[config.mk]
export PLATFORM = sky130hd
export DESIGN_NAME = byte_alu_inc_or_shift_move
export DESIGN_NICKNAME = d
export VERILOG_FILES = /design/src/core/byte_alu_pkg.sv /design/src/core/byte_file_mem.sv /design/src/core/byte_alu.sv /design/src/core/byte_alu_inc_or_shift_move.sv
export SDC_FILE = /design/constraint.sdc
export NUM_CORES = 1
export LEC_CHECK = 0
export ABC_CLOCK_PERIOD_IN_PS = 10000
export BUFFER_PORTS_ARGS = -buffer_cell sky130_fd_sc_hd__clkbuf_2
export CAP_MARGIN = 20
export CORE_UTILIZATION = 50
export CTS_CLUSTER_SIZE = 24
export DETAILED_ROUTE_END_ITERATION = 10
export PLACE_DENSITY = 0.67
export SLEW_MARGIN = 20
export SYNTH_ARGS = -nofsm -noshare
export SYNTH_HDL_FRONTEND = slang
export SYNTH_SLANG_ARGS = --single-unit
[constraint.sdc]
create_clock -name i_clk -period 10 [get_ports i_clk]
set_clock_uncertainty 0.15 [all_clocks]
set_input_delay 1.5 -clock i_clk [delete_from_list [all_inputs] [get_ports i_clk]]
set_output_delay 1.5 -clock i_clk [all_outputs]
set_load 0.1 [all_outputs]
[src/core/byte_alu_pkg.sv]
package byte_alu_pkg;

   // ==========================================================
   // Widths
   localparam int DATA_W = 8;
   localparam int FADDR_W = 7;
   localparam int PADDR_W = 12;
   localparam int MEM_DEPTH = 128;

   // ==========================================================
   // Register offsets (byte addresses)
   localparam logic [11:0] REG_INSTR = 12'h000;
   localparam logic [11:0] REG_WORK = 12'h004;
   localparam logic [11:0] REG_STATUS = 12'h008;
   localparam logic [11:0] REG_FILE_ADDR = 12'h00c;
   localparam logic [11:0] REG_FILE_DATA = 12'h010;

   // ==========================================================
   // Field positions
   localparam int INSTR_OP_LSB = 0;
   localparam int INSTR_DEST_BIT = 8;
   localparam int INSTR_ADDR_LSB = 16;
   localparam int STATUS_C_BIT = 0;
   localparam int STATUS_Z_BIT = 1;

   // ==========================================================
   // Reset values and constants
   localparam logic [7:0] WORK_RESET = 8'h00;
   localparam logic [6:0] FILE_ADDR_RESET = 7'h00;
   localparam logic FLAG_RESET = 1'b0;
   localparam logic DEST_WORK = 1'b0;
   localparam logic DEST_FILE = 1'b1;
   localparam logic [7:0] ONE = 8'h01;
   localparam logic [7:0] ZERO_BYTE = 8'h00;

   // ==========================================================
   // Operation codes
   typedef enum logic [2:0] {
      op_increment_reg = 3'b000,
      op_or_work_with_reg = 3'b001,
      op_shift_left_logical = 3'b010,
      op_shift_right_logical = 3'b011,
      op_move_reg = 3'b100
   } op_t;

   // Register select, also the pending write kind
   typedef enum logic [2:0] {
      sel_none = 3'b000,
      sel_instr = 3'b001,
      sel_work = 3'b010,
      sel_status = 3'b011,
      sel_faddr = 3'b100,
      sel_fdata = 3'b101
   } sel_t;

   // Bus slave states
   typedef enum logic [1:0] {
      st_idle = 2'b00,
      st_operand = 2'b01,
      st_mem_wait = 2'b10,
      st_resp = 2'b11
   } fsm_t;

   // ==========================================================
   // Carriers
   typedef struct packed {
      logic [11:0] paddr;
      logic psel;
      logic penable;
      logic pwrite;
      logic [31:0] pwdata;
   } apb_req_t;

   typedef struct packed {
      logic pready;
      logic [31:0] prdata;
      logic pslverr;
   } apb_rsp_t;

   typedef struct packed {
      logic [7:0] result;
      logic carry;
      logic zero;
      logic carry_upd;
   } alu_out_t;

endpackage : byte_alu_pkg

[src/core/byte_file_mem.sv]
// ==========================================================
// Data memory, 128 bytes, registered read data
module byte_file_mem
(
   // Clock and reset
   input wire logic i_clk,
   input wire logic i_rstn,
   // Access port
   input wire logic [6:0] i_addr,
   input wire logic i_we,
   input wire logic [7:0] i_wdata,
   output logic [7:0] o_rdata
);
   import byte_alu_pkg::*;

   logic [7:0] mem [MEM_DEPTH];

   // Array write
   always_ff @(posedge i_clk) begin
      if (i_we) begin
         mem[i_addr] <= i_wdata;
      end
   end

   // Read data register, old contents on a write
   always_ff @(posedge i_clk or negedge i_rstn) begin
      if (!i_rstn) begin
         o_rdata <= ZERO_BYTE;
      end else begin
         o_rdata <= mem[i_addr];
      end
   end

endmodule : byte_file_mem

[src/core/byte_alu.sv]
// ==========================================================
// Combinational byte operation unit
module byte_alu
(
   // Operands
   input wire byte_alu_pkg::op_t i_op,
   input wire logic [7:0] i_work,
   input wire logic [7:0] i_operand,
   input wire logic i_carry,
   // Result
   output byte_alu_pkg::alu_out_t o_alu
);
   import byte_alu_pkg::*;

   // Result, carry and zero per operation
   always_comb begin
      o_alu.carry = i_carry;
      o_alu.carry_upd = 1'b0;
      unique case (i_op)
         op_increment_reg: begin
            o_alu.result = i_operand + ONE;
         end
         op_or_work_with_reg: begin
            o_alu.result = i_work | i_operand;
         end
         op_shift_left_logical: begin
            o_alu.result = {i_operand[6:0], 1'b0};
            o_alu.carry = i_operand[7];
            o_alu.carry_upd = 1'b1;
         end
         op_shift_right_logical: begin
            o_alu.result = {1'b0, i_operand[7:1]};
            o_alu.carry = i_operand[0];
            o_alu.carry_upd = 1'b1;
         end
         op_move_reg: begin
            o_alu.result = i_operand;
         end
         default: begin
            o_alu.result = i_operand;
         end
      endcase
      o_alu.zero = (o_alu.result == ZERO_BYTE);
   end

endmodule : byte_alu

[src/core/byte_alu_inc_or_shift_move.sv]
// Functional notes
// - Increment adds one to the addressed byte, result to the destination, only Z updated.
// - Destination bit 0 writes the working register, 1 writes back the source register.
// - The register address operand spans 0 to 127 and the destination is a single bit.
// - Inclusive OR of working and addressed byte goes to the destination, only Z updated.
// - Left shift moves bit 7 to carry, bits 6:0 up one, clears bit 0, and updates C and Z.
// - Right shift clears bit 7, moves bits 7:1 down one, bit 0 to carry, updates C and Z.
// - Move copies the byte to the destination and updates Z; write back makes it a test.
//
// Design decisions made here: the placing of the registers and the APB interface to the registers.
module byte_alu_inc_or_shift_move
(
   // Clock and reset
   input wire logic i_clk,
   input wire logic i_rstn,
   // APB slave
   input wire byte_alu_pkg::apb_req_t i_apb,
   output byte_alu_pkg::apb_rsp_t o_apb,
   // Core state
   output logic [7:0] o_wreg,
   output logic o_carry,
   output logic o_zero
);
   import byte_alu_pkg::*;

   // ==========================================================
   // State

   typedef struct packed {
      fsm_t fsm;
      sel_t pend;
      apb_rsp_t rsp;
      logic [7:0] wreg;
      logic carry;
      logic zero;
      logic [6:0] file_addr;
      op_t op;
      logic dest;
      logic [6:0] op_addr;
      logic [7:0] operand;
      alu_out_t alu;
      logic [31:0] wdata;
   } state_t;

   state_t s_q;
   state_t s_d;
   logic [6:0] mem_addr;
   logic mem_we;
   logic [7:0] mem_wdata;
   logic [7:0] mem_rdata;
   alu_out_t alu_o;
   logic [31:0] instr_view;
   logic [31:0] status_view;

   // Address decode of the register map
   function automatic sel_t reg_decode(input logic [11:0] addr);
      unique case (addr)
         REG_INSTR: reg_decode = sel_instr;
         REG_WORK: reg_decode = sel_work;
         REG_STATUS: reg_decode = sel_status;
         REG_FILE_ADDR: reg_decode = sel_faddr;
         REG_FILE_DATA: reg_decode = sel_fdata;
         default: reg_decode = sel_none;
      endcase
   endfunction : reg_decode

   // Legal operation code check
   function automatic logic op_legal(input logic [2:0] code);
      op_legal = (code <= op_move_reg);
   endfunction : op_legal

   // ==========================================================
   // Submodules

   // Data memory holding the file registers
   byte_file_mem u_mem (
      .i_clk(i_clk),
      .i_rstn(i_rstn),
      .i_addr(mem_addr),
      .i_we(mem_we),
      .i_wdata(mem_wdata),
      .o_rdata(mem_rdata)
   );

   // Operation unit fed by the fetched operand
   byte_alu u_alu (
      .i_op(s_q.op),
      .i_work(s_q.wreg),
      .i_operand(mem_rdata),
      .i_carry(s_q.carry),
      .o_alu(alu_o)
   );

   // ==========================================================
   // Read views

   // Last instruction and status as seen by software
   always_comb begin
      instr_view = '0;
      instr_view[INSTR_OP_LSB +: 3] = s_q.op;
      instr_view[INSTR_DEST_BIT] = s_q.dest;
      instr_view[INSTR_ADDR_LSB +: FADDR_W] = s_q.op_addr;
      status_view = '0;
      status_view[STATUS_C_BIT] = s_q.carry;
      status_view[STATUS_Z_BIT] = s_q.zero;
   end

   // ==========================================================
   // Next state

   // Bus handshake, operand fetch and commit at the answering edge
   always_comb begin
      s_d = s_q;
      mem_we = 1'b0;
      mem_addr = s_q.file_addr;
      mem_wdata = s_q.wdata[7:0];
      unique case (s_q.fsm)
         st_idle: begin
            if (i_apb.psel && i_apb.penable) begin
               s_d.wdata = i_apb.pwdata;
               s_d.rsp.prdata = '0;
               s_d.rsp.pslverr = 1'b0;
               s_d.rsp.pready = 1'b1;
               s_d.fsm = st_resp;
               s_d.pend = i_apb.pwrite ? reg_decode(i_apb.paddr) : sel_none;
               unique case (reg_decode(i_apb.paddr))
                  sel_instr: begin
                     if (!i_apb.pwrite) begin
                        s_d.rsp.prdata = instr_view;
                     end else if (op_legal(i_apb.pwdata[INSTR_OP_LSB +: 3])) begin
                        // Fetch the operand; answer follows one cycle later
                        s_d.op = op_t'(i_apb.pwdata[INSTR_OP_LSB +: 3]);
                        s_d.dest = i_apb.pwdata[INSTR_DEST_BIT];
                        s_d.op_addr = i_apb.pwdata[INSTR_ADDR_LSB +: FADDR_W];
                        mem_addr = i_apb.pwdata[INSTR_ADDR_LSB +: FADDR_W];
                        s_d.rsp.pready = 1'b0;
                        s_d.fsm = st_operand;
                     end else begin
                        s_d.rsp.pslverr = 1'b1;
                        s_d.pend = sel_none;
                     end
                  end
                  sel_work: begin
                     s_d.rsp.prdata = {24'h000000, s_q.wreg};
                  end
                  sel_status: begin
                     s_d.rsp.prdata = status_view;
                  end
                  sel_faddr: begin
                     s_d.rsp.prdata = {25'h0, s_q.file_addr};
                  end
                  sel_fdata: begin
                     if (!i_apb.pwrite) begin
                        s_d.rsp.pready = 1'b0;
                        s_d.fsm = st_mem_wait;
                     end
                  end
                  default: begin
                     s_d.rsp.pslverr = 1'b1;
                  end
               endcase
            end
         end
         st_operand: begin
            // Operand is on the memory output now
            s_d.operand = mem_rdata;
            s_d.alu = alu_o;
            s_d.rsp.pready = 1'b1;
            s_d.fsm = st_resp;
         end
         st_mem_wait: begin
            s_d.rsp.prdata = {24'h000000, mem_rdata};
            s_d.rsp.pready = 1'b1;
            s_d.fsm = st_resp;
         end
         st_resp: begin
            s_d.rsp.pready = 1'b0;
            s_d.pend = sel_none;
            s_d.fsm = st_idle;
            unique case (s_q.pend)
               sel_instr: begin
                  if (s_q.dest == DEST_FILE) begin
                     mem_we = 1'b1;
                     mem_addr = s_q.op_addr;
                     mem_wdata = s_q.alu.result;
                  end else begin
                     s_d.wreg = s_q.alu.result;
                  end
                  s_d.zero = s_q.alu.zero;
                  if (s_q.alu.carry_upd) begin
                     s_d.carry = s_q.alu.carry;
                  end
               end
               sel_work: begin
                  s_d.wreg = s_q.wdata[7:0];
               end
               sel_status: begin
                  s_d.carry = s_q.wdata[STATUS_C_BIT];
                  s_d.zero = s_q.wdata[STATUS_Z_BIT];
               end
               sel_faddr: begin
                  s_d.file_addr = s_q.wdata[6:0];
               end
               sel_fdata: begin
                  mem_we = 1'b1;
               end
               default: begin
               end
            endcase
         end
      endcase
   end

   // ==========================================================
   // State register

   always_ff @(posedge i_clk or negedge i_rstn) begin
      if (!i_rstn) begin
         s_q <= '0;
         s_q.wreg <= WORK_RESET;
         s_q.carry <= FLAG_RESET;
         s_q.zero <= FLAG_RESET;
         s_q.file_addr <= FILE_ADDR_RESET;
      end else begin
         s_q <= s_d;
      end
   end

   // Outputs straight from the state register
   assign o_apb = s_q.rsp;
   assign o_wreg = s_q.wreg;
   assign o_carry = s_q.carry;
   assign o_zero = s_q.zero;

   logic commit_op;
   logic to_work;
   assign commit_op = (s_q.fsm == st_resp) && (s_q.pend == sel_instr);
   assign to_work = commit_op && (s_q.dest == DEST_WORK);
endmodule : byte_alu_inc_or_shift_move

### Word level (Yosys, flattened, before mapping)

Memories as Yosys holds them, arrays and structs flattened. A register that Yosys moved wholly into a read port is not among the register bits.
Index checks and enable logic that the tools add are counted.

| operators by class | value |
|---|---|
| add/subtract/negate cells | 1 |
| multiply operators | 0 |
| divide/modulo/power cells | 0 |
| magnitude comparators | 1 |
| eq/ne operators | 23 |
| shift-type cells | 0 |
| multiplexer cells | 44 |
| bitwise logic cells | 1 |
| reduce and logical (&&, ||, !) cells | 21 |

Operators by type and width:

| cell | number |
|---|---|
| $pmux 32 s4 | 1 |
| $pmux 32 s2 | 1 |
| $mux 7 | 6 |
| $mux 39 | 1 |
| $mux 8 | 4 |
| $pmux 8 s4 | 1 |
| $eq 12x4->1 const B | 2 |
| $mux 23 | 1 |
| $eq 3x2->1 const B | 6 |
| $pmux 8 s2 | 1 |
| $mux 3 | 5 |
| $pmux 3 s5 | 1 |
| $pmux 7 s2 | 1 |
| $eq 12x3->1 const B | 1 |
| $eq 12x5->1 const B | 1 |
| $eq 3x3->1 const B | 4 |
| $logic_not 12->1 | 1 |
| $mux 1 | 10 |
| $reduce_and 2->1 | 5 |
| $eq 3x1->1 const B | 3 |
| $add 8x1->8 const B | 1 |
| $logic_not 8->1 | 1 |
| $or 8x8->8 | 1 |
| $pmux 1 s2 | 4 |
| 19 further kinds | 28 |

| storage, ports and cells | value |
|---|---|
| register bits | 86 |
| bits in latches | 0 |
| RAM bits | 1024 |
| memory bits (read-only) | 0 |
| input port bits | 49 |
| output and inout bits | 44 |
| logic and storage cells | 109 |
| memories kept | 1 |

Memory list:

| memory | words | bits a word | rd ports | clocked after memory_dff | wr ports | RTL line | source |
|---|---|---|---|---|---|---|---|
| u_mem.mem | 128 | 8 | 1 | 1 | 1 | byte_file_mem.sv:16 | `logic [7:0] mem [MEM_DEPTH];` |

### Longest topological paths before layout

| logic depth | value |
|---|---|
| word-level depth | 9 |
| mapped depth | 18 |
| gate-level depth less buffers | 12 |

### Cells and area by module

From an unflattened synthesis, not the netlist that was laid out.

| unflattened totals | value |
|---|---|
| cells, all modules | 2830 |
| area, all modules | 44729.1 µm² |

By module, submodules not included:

| module | times used | cells each | area each (µm²) | sequential area each (µm²) |
|---|---|---|---|---|
| byte_file_mem | 1 | 2376 | 40267.4 | 30949.7 |
| byte_alu_inc_or_shift_move | 1 | 369 | 3893.7 | 1751.7 |
| byte_alu | 1 | 85 | 568.0 | 0.0 |

### Worst setup path after synthesis

OpenSTA, ideal clock, no wires.

| timing path | value |
|---|---|
| path kind | reg2reg |
| start point | register s_q[116] in the netlist's numbering |
| end point | memory u_mem.mem[0][4], data pin |
| data arrival time | 6.165 ns |
| required time | 8.651 ns |
| path slack | 2.486 ns |
| cell stages (with the launch flop) | 5 |
| path buffers | 1 |
| cells stage by stage | dfrtp_1 -> ha_1 -> clkbuf_1 -> nand2_1 -> o21ai_0 |

| between the ends | value |
|---|---|
| cells in the longest elaborated chain, start to end | 2 |

Ends and longest elaborated chain:

| element | RTL line | source |
|---|---|---|
| start, declared | byte_alu_inc_or_shift_move.sv:45 | `state_t s_q;` |
| $eq 2x2->1 | byte_alu_inc_or_shift_move.sv:117 | `unique case (s_q.fsm)` |
| $mux 8 | byte_alu_inc_or_shift_move.sv:117 |  |
| named net mem_wdata[4] | byte_alu_inc_or_shift_move.sv:49 | `logic [7:0] mem_wdata;` |
| end, declared | byte_file_mem.sv:16 |  |

The timed path passes the listed nets, and every way through them passes these cells.

### Worst setup path after layout

| timing path | value |
|---|---|
| start point | input port i_apb[38] in the netlist's numbering |
| end point | memory u_mem.mem[21][3] (enable) |

| between the ends | value |
|---|---|
| cells in the longest elaborated chain, start to end | 8 |
| elaborated cells on any way between the ends | 12 |
| those cells by class | eq/ne (5); mux (6); reduce/logical (1) |

Ends and longest elaborated chain:

| element | RTL line | source |
|---|---|---|
| start, declared | byte_alu_inc_or_shift_move.sv:17 | `input wire byte_alu_pkg::apb_req_t i_apb,` |
| $eq 12x5->1, or another cell as far along | byte_alu_inc_or_shift_move.sv:57 | `unique case (addr)` |
| $pmux 3 s5 (*) | byte_alu_inc_or_shift_move.sv:57 |  |
| $mux 3 (*) | byte_alu_inc_or_shift_move.sv:119 | `if (i_apb.psel && i_apb.penable) begin` |
| $mux 3 (*) | byte_alu_inc_or_shift_move.sv:117 |  |
| $eq 3x1->1 (*) | byte_alu_inc_or_shift_move.sv:126 | `unique case (reg_decode(i_apb.paddr))` |
| $mux 7 (*) | byte_alu_inc_or_shift_move.sv:126 |  |
| $mux 7 (*) | byte_alu_inc_or_shift_move.sv:119 |  |
| $pmux 7 s2 (*) | byte_alu_inc_or_shift_move.sv:117 |  |

Mark *: on every way between the ends. The rest lies on a longest branch, timed or not. The select of a mux whose other input is x is not followed.

==> results.yml <==
cells_and_area:
  design_area_mm2: 0.0489
  final_nets: 3039
  layout_common_cells: "1,024 x edfxtp_1, 361 x nand2_1, 171 x nor2_1, 116 x a22oi_1, 109 x clkbuf_16"
  drive_gt1_share_pct: 13.0
  final_common_cell: "edfxtp_1"
  area_growth_pct: 10.7
  multi_input_area_mm2: 0.0105
  seqCellArea_mm2: 0.0327
  fillerInstances: 6728
clock_network:
  cts_hold_buf: 0
  cts_root_buffer: "clkbuf_16"
  post_cts_buffers: 0
  cts_sinks: 1102
  cts-resized-gates: 0
  insertion_delay_ns: 0.69
  cts_tree: "yes"
  cts_buffer_depth: 3
  numCtsBuffers: 109
  clk_pin_slew_ns: 0.06
  htree_levels: 3
logic_synthesis:
  synth.area.mux_share_pct: 3.09
  ys_ff_latch: 1102
  synth_edf_count: 1024
  synthAdderAreaFrac_pct: 0.170
  synth_xor_area_share_pct: 0.0198
  synth_seq_area_share_pct: 74.0
  synth-compound-area-share_pct: 11.5
  synth_top_area_share_pct: 69.6
  yosys.cell_types.count: 85
  syn_area_mm2: 0.0442
  syn_avg_cell_area_um2: 14.8
  ys_warn_count: 0
  syn_inst: 2977
  synth_top_family_by_area: "compound AO/OA/AOI/OAI gates"
  async_reset_ff_share_pct: 7.08
  synth-simple-area-share_pct: 8.34
  yosysTopAreaCell: "edfxtp_1"
  ys.flop_type: "edfxtp_1"
  synth_area_leaders: "edfxtp_1 70%, dfrtp_1 4.4%, nand2_1 3.1%"
worst_hold_path:
  hold_start: "o_apb[1]$_DFFE_PN0P_"
  hold_end: "o_apb[1]$_DFFE_PN0P_"
  holdPathStages: 2
  min_path_type: "reg -> reg"
sta:
  tns_ns: 0
  finalWorstPathRequiredPeriod_ns: 6.51
  rsz0062_at_grt: "no"
  post-route-period-util_pct: 65.1
  setup_violations: 0
  finalHoldViolCount: 0
  hold_ws_ns: 0.330
  relSlewSlack_pct: 23.2
  fmax_mhz: 154
  drv_slew: 0
  tightest_slew_ns: 1.15
worst_setup_path:
  r2r-start: "s_q[116]$_DFFE_PN0P_"
  reg2reg_slack_ns: 3.70
  cp_common_cell: "nor2_1"
  end_kind: "flip-flop"
  crit_chain: "clkbuf_2, or4b_4, nor3_2, nand3_2, nand3_4, nand2_1, nor2_1, nand2_2, nor2_1"
  crit_family: "simple AND/OR/NAND/NOR gates"
  r2r_cells: 10
  crit_arrival_ns: 6.67
  slowest_delay_ns: 0.98
  cp.required_ns: 10.17
  reg2reg_to: "u_mem.mem[21][3]$_DFFE_PP_"
  startpoint_type: "input port"
  path_class: "in -> reg"
  worst-path-buf-inv: 1
  crit_slowest_cell: "nor2_1"
  path_max_fanout: 28
route:
  post-route-drc-count: 0
  drtIter0Drc: 4198
  via_per_inst: 6.72
  wire_per_inst_um: 31.4
  finalWirelength_mm: 133
  vias: 28404
  first_pass_iters: 9
  antenna_left: 0
power_and_ir_drop:
  pwr-share-seq_pct: 53.2
  vdd_ir_drop_max_v: 0.000154
  internal-power_w: 0.00800
  leakage_nw: 15.6
  p_sw_share_pct: 25.7
  cellPowerDensity_mw_per_mm2: 220
  p_sw_w: 0.00277
  combPwrFrac_pct: 10.5
  clkPwrFrac_pct: 36.3
outcome:
  status: "complete, no violations"
floorplan:
  start_util_pct: 50.7
  io_pins: 93
  rows: 108
  coreArea_mm2: 0.0872
  die_h_um: 299
  die_area_mm2: 0.0896
  die_w_um: 299
global_routing:
  grt_max_degree: 125
  antenna_found_initial: 3
  grt_pass1_wl_mm: 189
  grt_usage_pct: 29.3
  grt.overflow.total: 0
  grt_pass1_vias: 26986
place:
  port_buffers: 60
  gp_congestion: 0.938
  hpwl_mm: 77.5
  placed_area_mm2: 0.0455
job:
  drv_cap: 0
[power groups by stage]
stage | clock [W] | combinational (W) | sequential, W
2_1_floorplan | 0 | 0.000656 | 0.00585
3_3_place_gp | 0 | 0.00104 | 0.00582
3_5_place_dp | 0 | 0.00111 | 0.00582
4_1_cts | 0.00392 | 0.00111 | 0.00573
5_1_grt | 0.00409 | 0.00118 | 0.00573
6_report | 0.00391 | 0.00113 | 0.00573
[final cells by class]
class	count	area share, %
repair buffers	120	1.78
clock buffers	138	5.84
inverters	15	0.115
well taps	1155	2.95
flip-flops and latches	1102	66.8
clock inverters	62	1.04
multi-input cells	1636	21.4
diodes	1	0.00511
[worst register-to-register path: stages, from the launching register on]
cell     delay [ns]
dfrtp_1        0.42
inv_1          0.13
ha_1           0.37
nand3_1        0.54
nor4_4         0.59
nand3_2        0.20
nand3_4        0.51
nand2_1        0.43
nor2_1         0.80
nand2_2        0.82
nor2_1         0.98
[synth_stat cells (53+ instances only)]
| cell | number |
|---|---|
| clkbuf_1 | 91 |
| buf_2 | 83 |
| a221oi_1 | 74 |
| nor2_1 | 178 |
| a22oi_1 | 116 |
| mux2i_1 | 53 |
| a21oi_1 | 96 |
| nand3_1 | 89 |
| dfrtp_1 | 78 |
| edfxtp_1 | 1024 |
| o21ai_0 | 89 |
| mux2_2 | 74 |
| nand2_1 | 366 |
[how the worst max path moves through the flow]
stage	start	to	slack, ns	cells after the start
global placement	i_apb[38]	u_mem.mem[13][2]$_DFFE_PP_	3.05	8
detailed placement	i_apb[38]	u_mem.mem[21][2]$_DFFE_PP_	2.97	8
CTS	i_apb[38]	u_mem.mem[21][4]$_DFFE_PP_	3.67	8
floorplan	s_q[116]$_DFFE_PN0P_	u_mem.mem[0][4]$_DFFE_PP_	2.49	4
finish	i_apb[38]	u_mem.mem[21][3]$_DFFE_PP_	3.49	9
global route	i_apb[38]	u_mem.o_rdata[0]$_DFF_PN0_	3.47	12
[routing by layer]
| layer | global-route usage (%) | routed length (um) | up-vias |
|---|---|---|---|
| li1 | - | - | 11739 |
| met1 | 39.7 | 48900 | 14186 |
| met2 | 44.4 | 60100 | 2094 |
| met3 | 7.65 | 16900 | 383 |
| met4 | 13.5 | 6910 | 2 |
| met5 | 0 | 15 | - |
[cells by family (layout without fill, tap and decap cells)]
group / after synthesis / in the layout
flip-flops: 1102 / 1102
AND/OR/NAND/NOR: 804 / 804
AO/OA/AOI/OAI: 682 / 682
buffers and inverters: 254 / 335
multiplexers: 127 / 127
adder cells (fa/ha/maj): 6 / 6
other: 1 / 17
XOR/XNOR: 1 / 1
[flip-flops by register name, indices dropped and copies added (netlist names)]
register	flops
o_apb	18
o_carry	1
u_mem.o_rdata	8
instr_view	11
s_q	31
u_mem.mem	1024
o_wreg	8
o_zero	1
[metrics by stage]
stage | std cells | util [%] | worst slack (ns) | power, W
5_1_grt | 4228 | 56.1 | 3.47 | 0.0110
6_report | 4229 | 56.1 | 3.49 | 0.0108
3_5_place_dp | 4028 | 52.3 | 2.97 | 0.00693
2_1_floorplan | 2992 | - | 2.49 | 0.00650
3_3_place_gp | 4028 | 52.3 | 3.05 | 0.00686
4_1_cts | 4228 | 56.1 | 3.67 | 0.0108
Note: power is estimated with default switching activity, not from simulation.
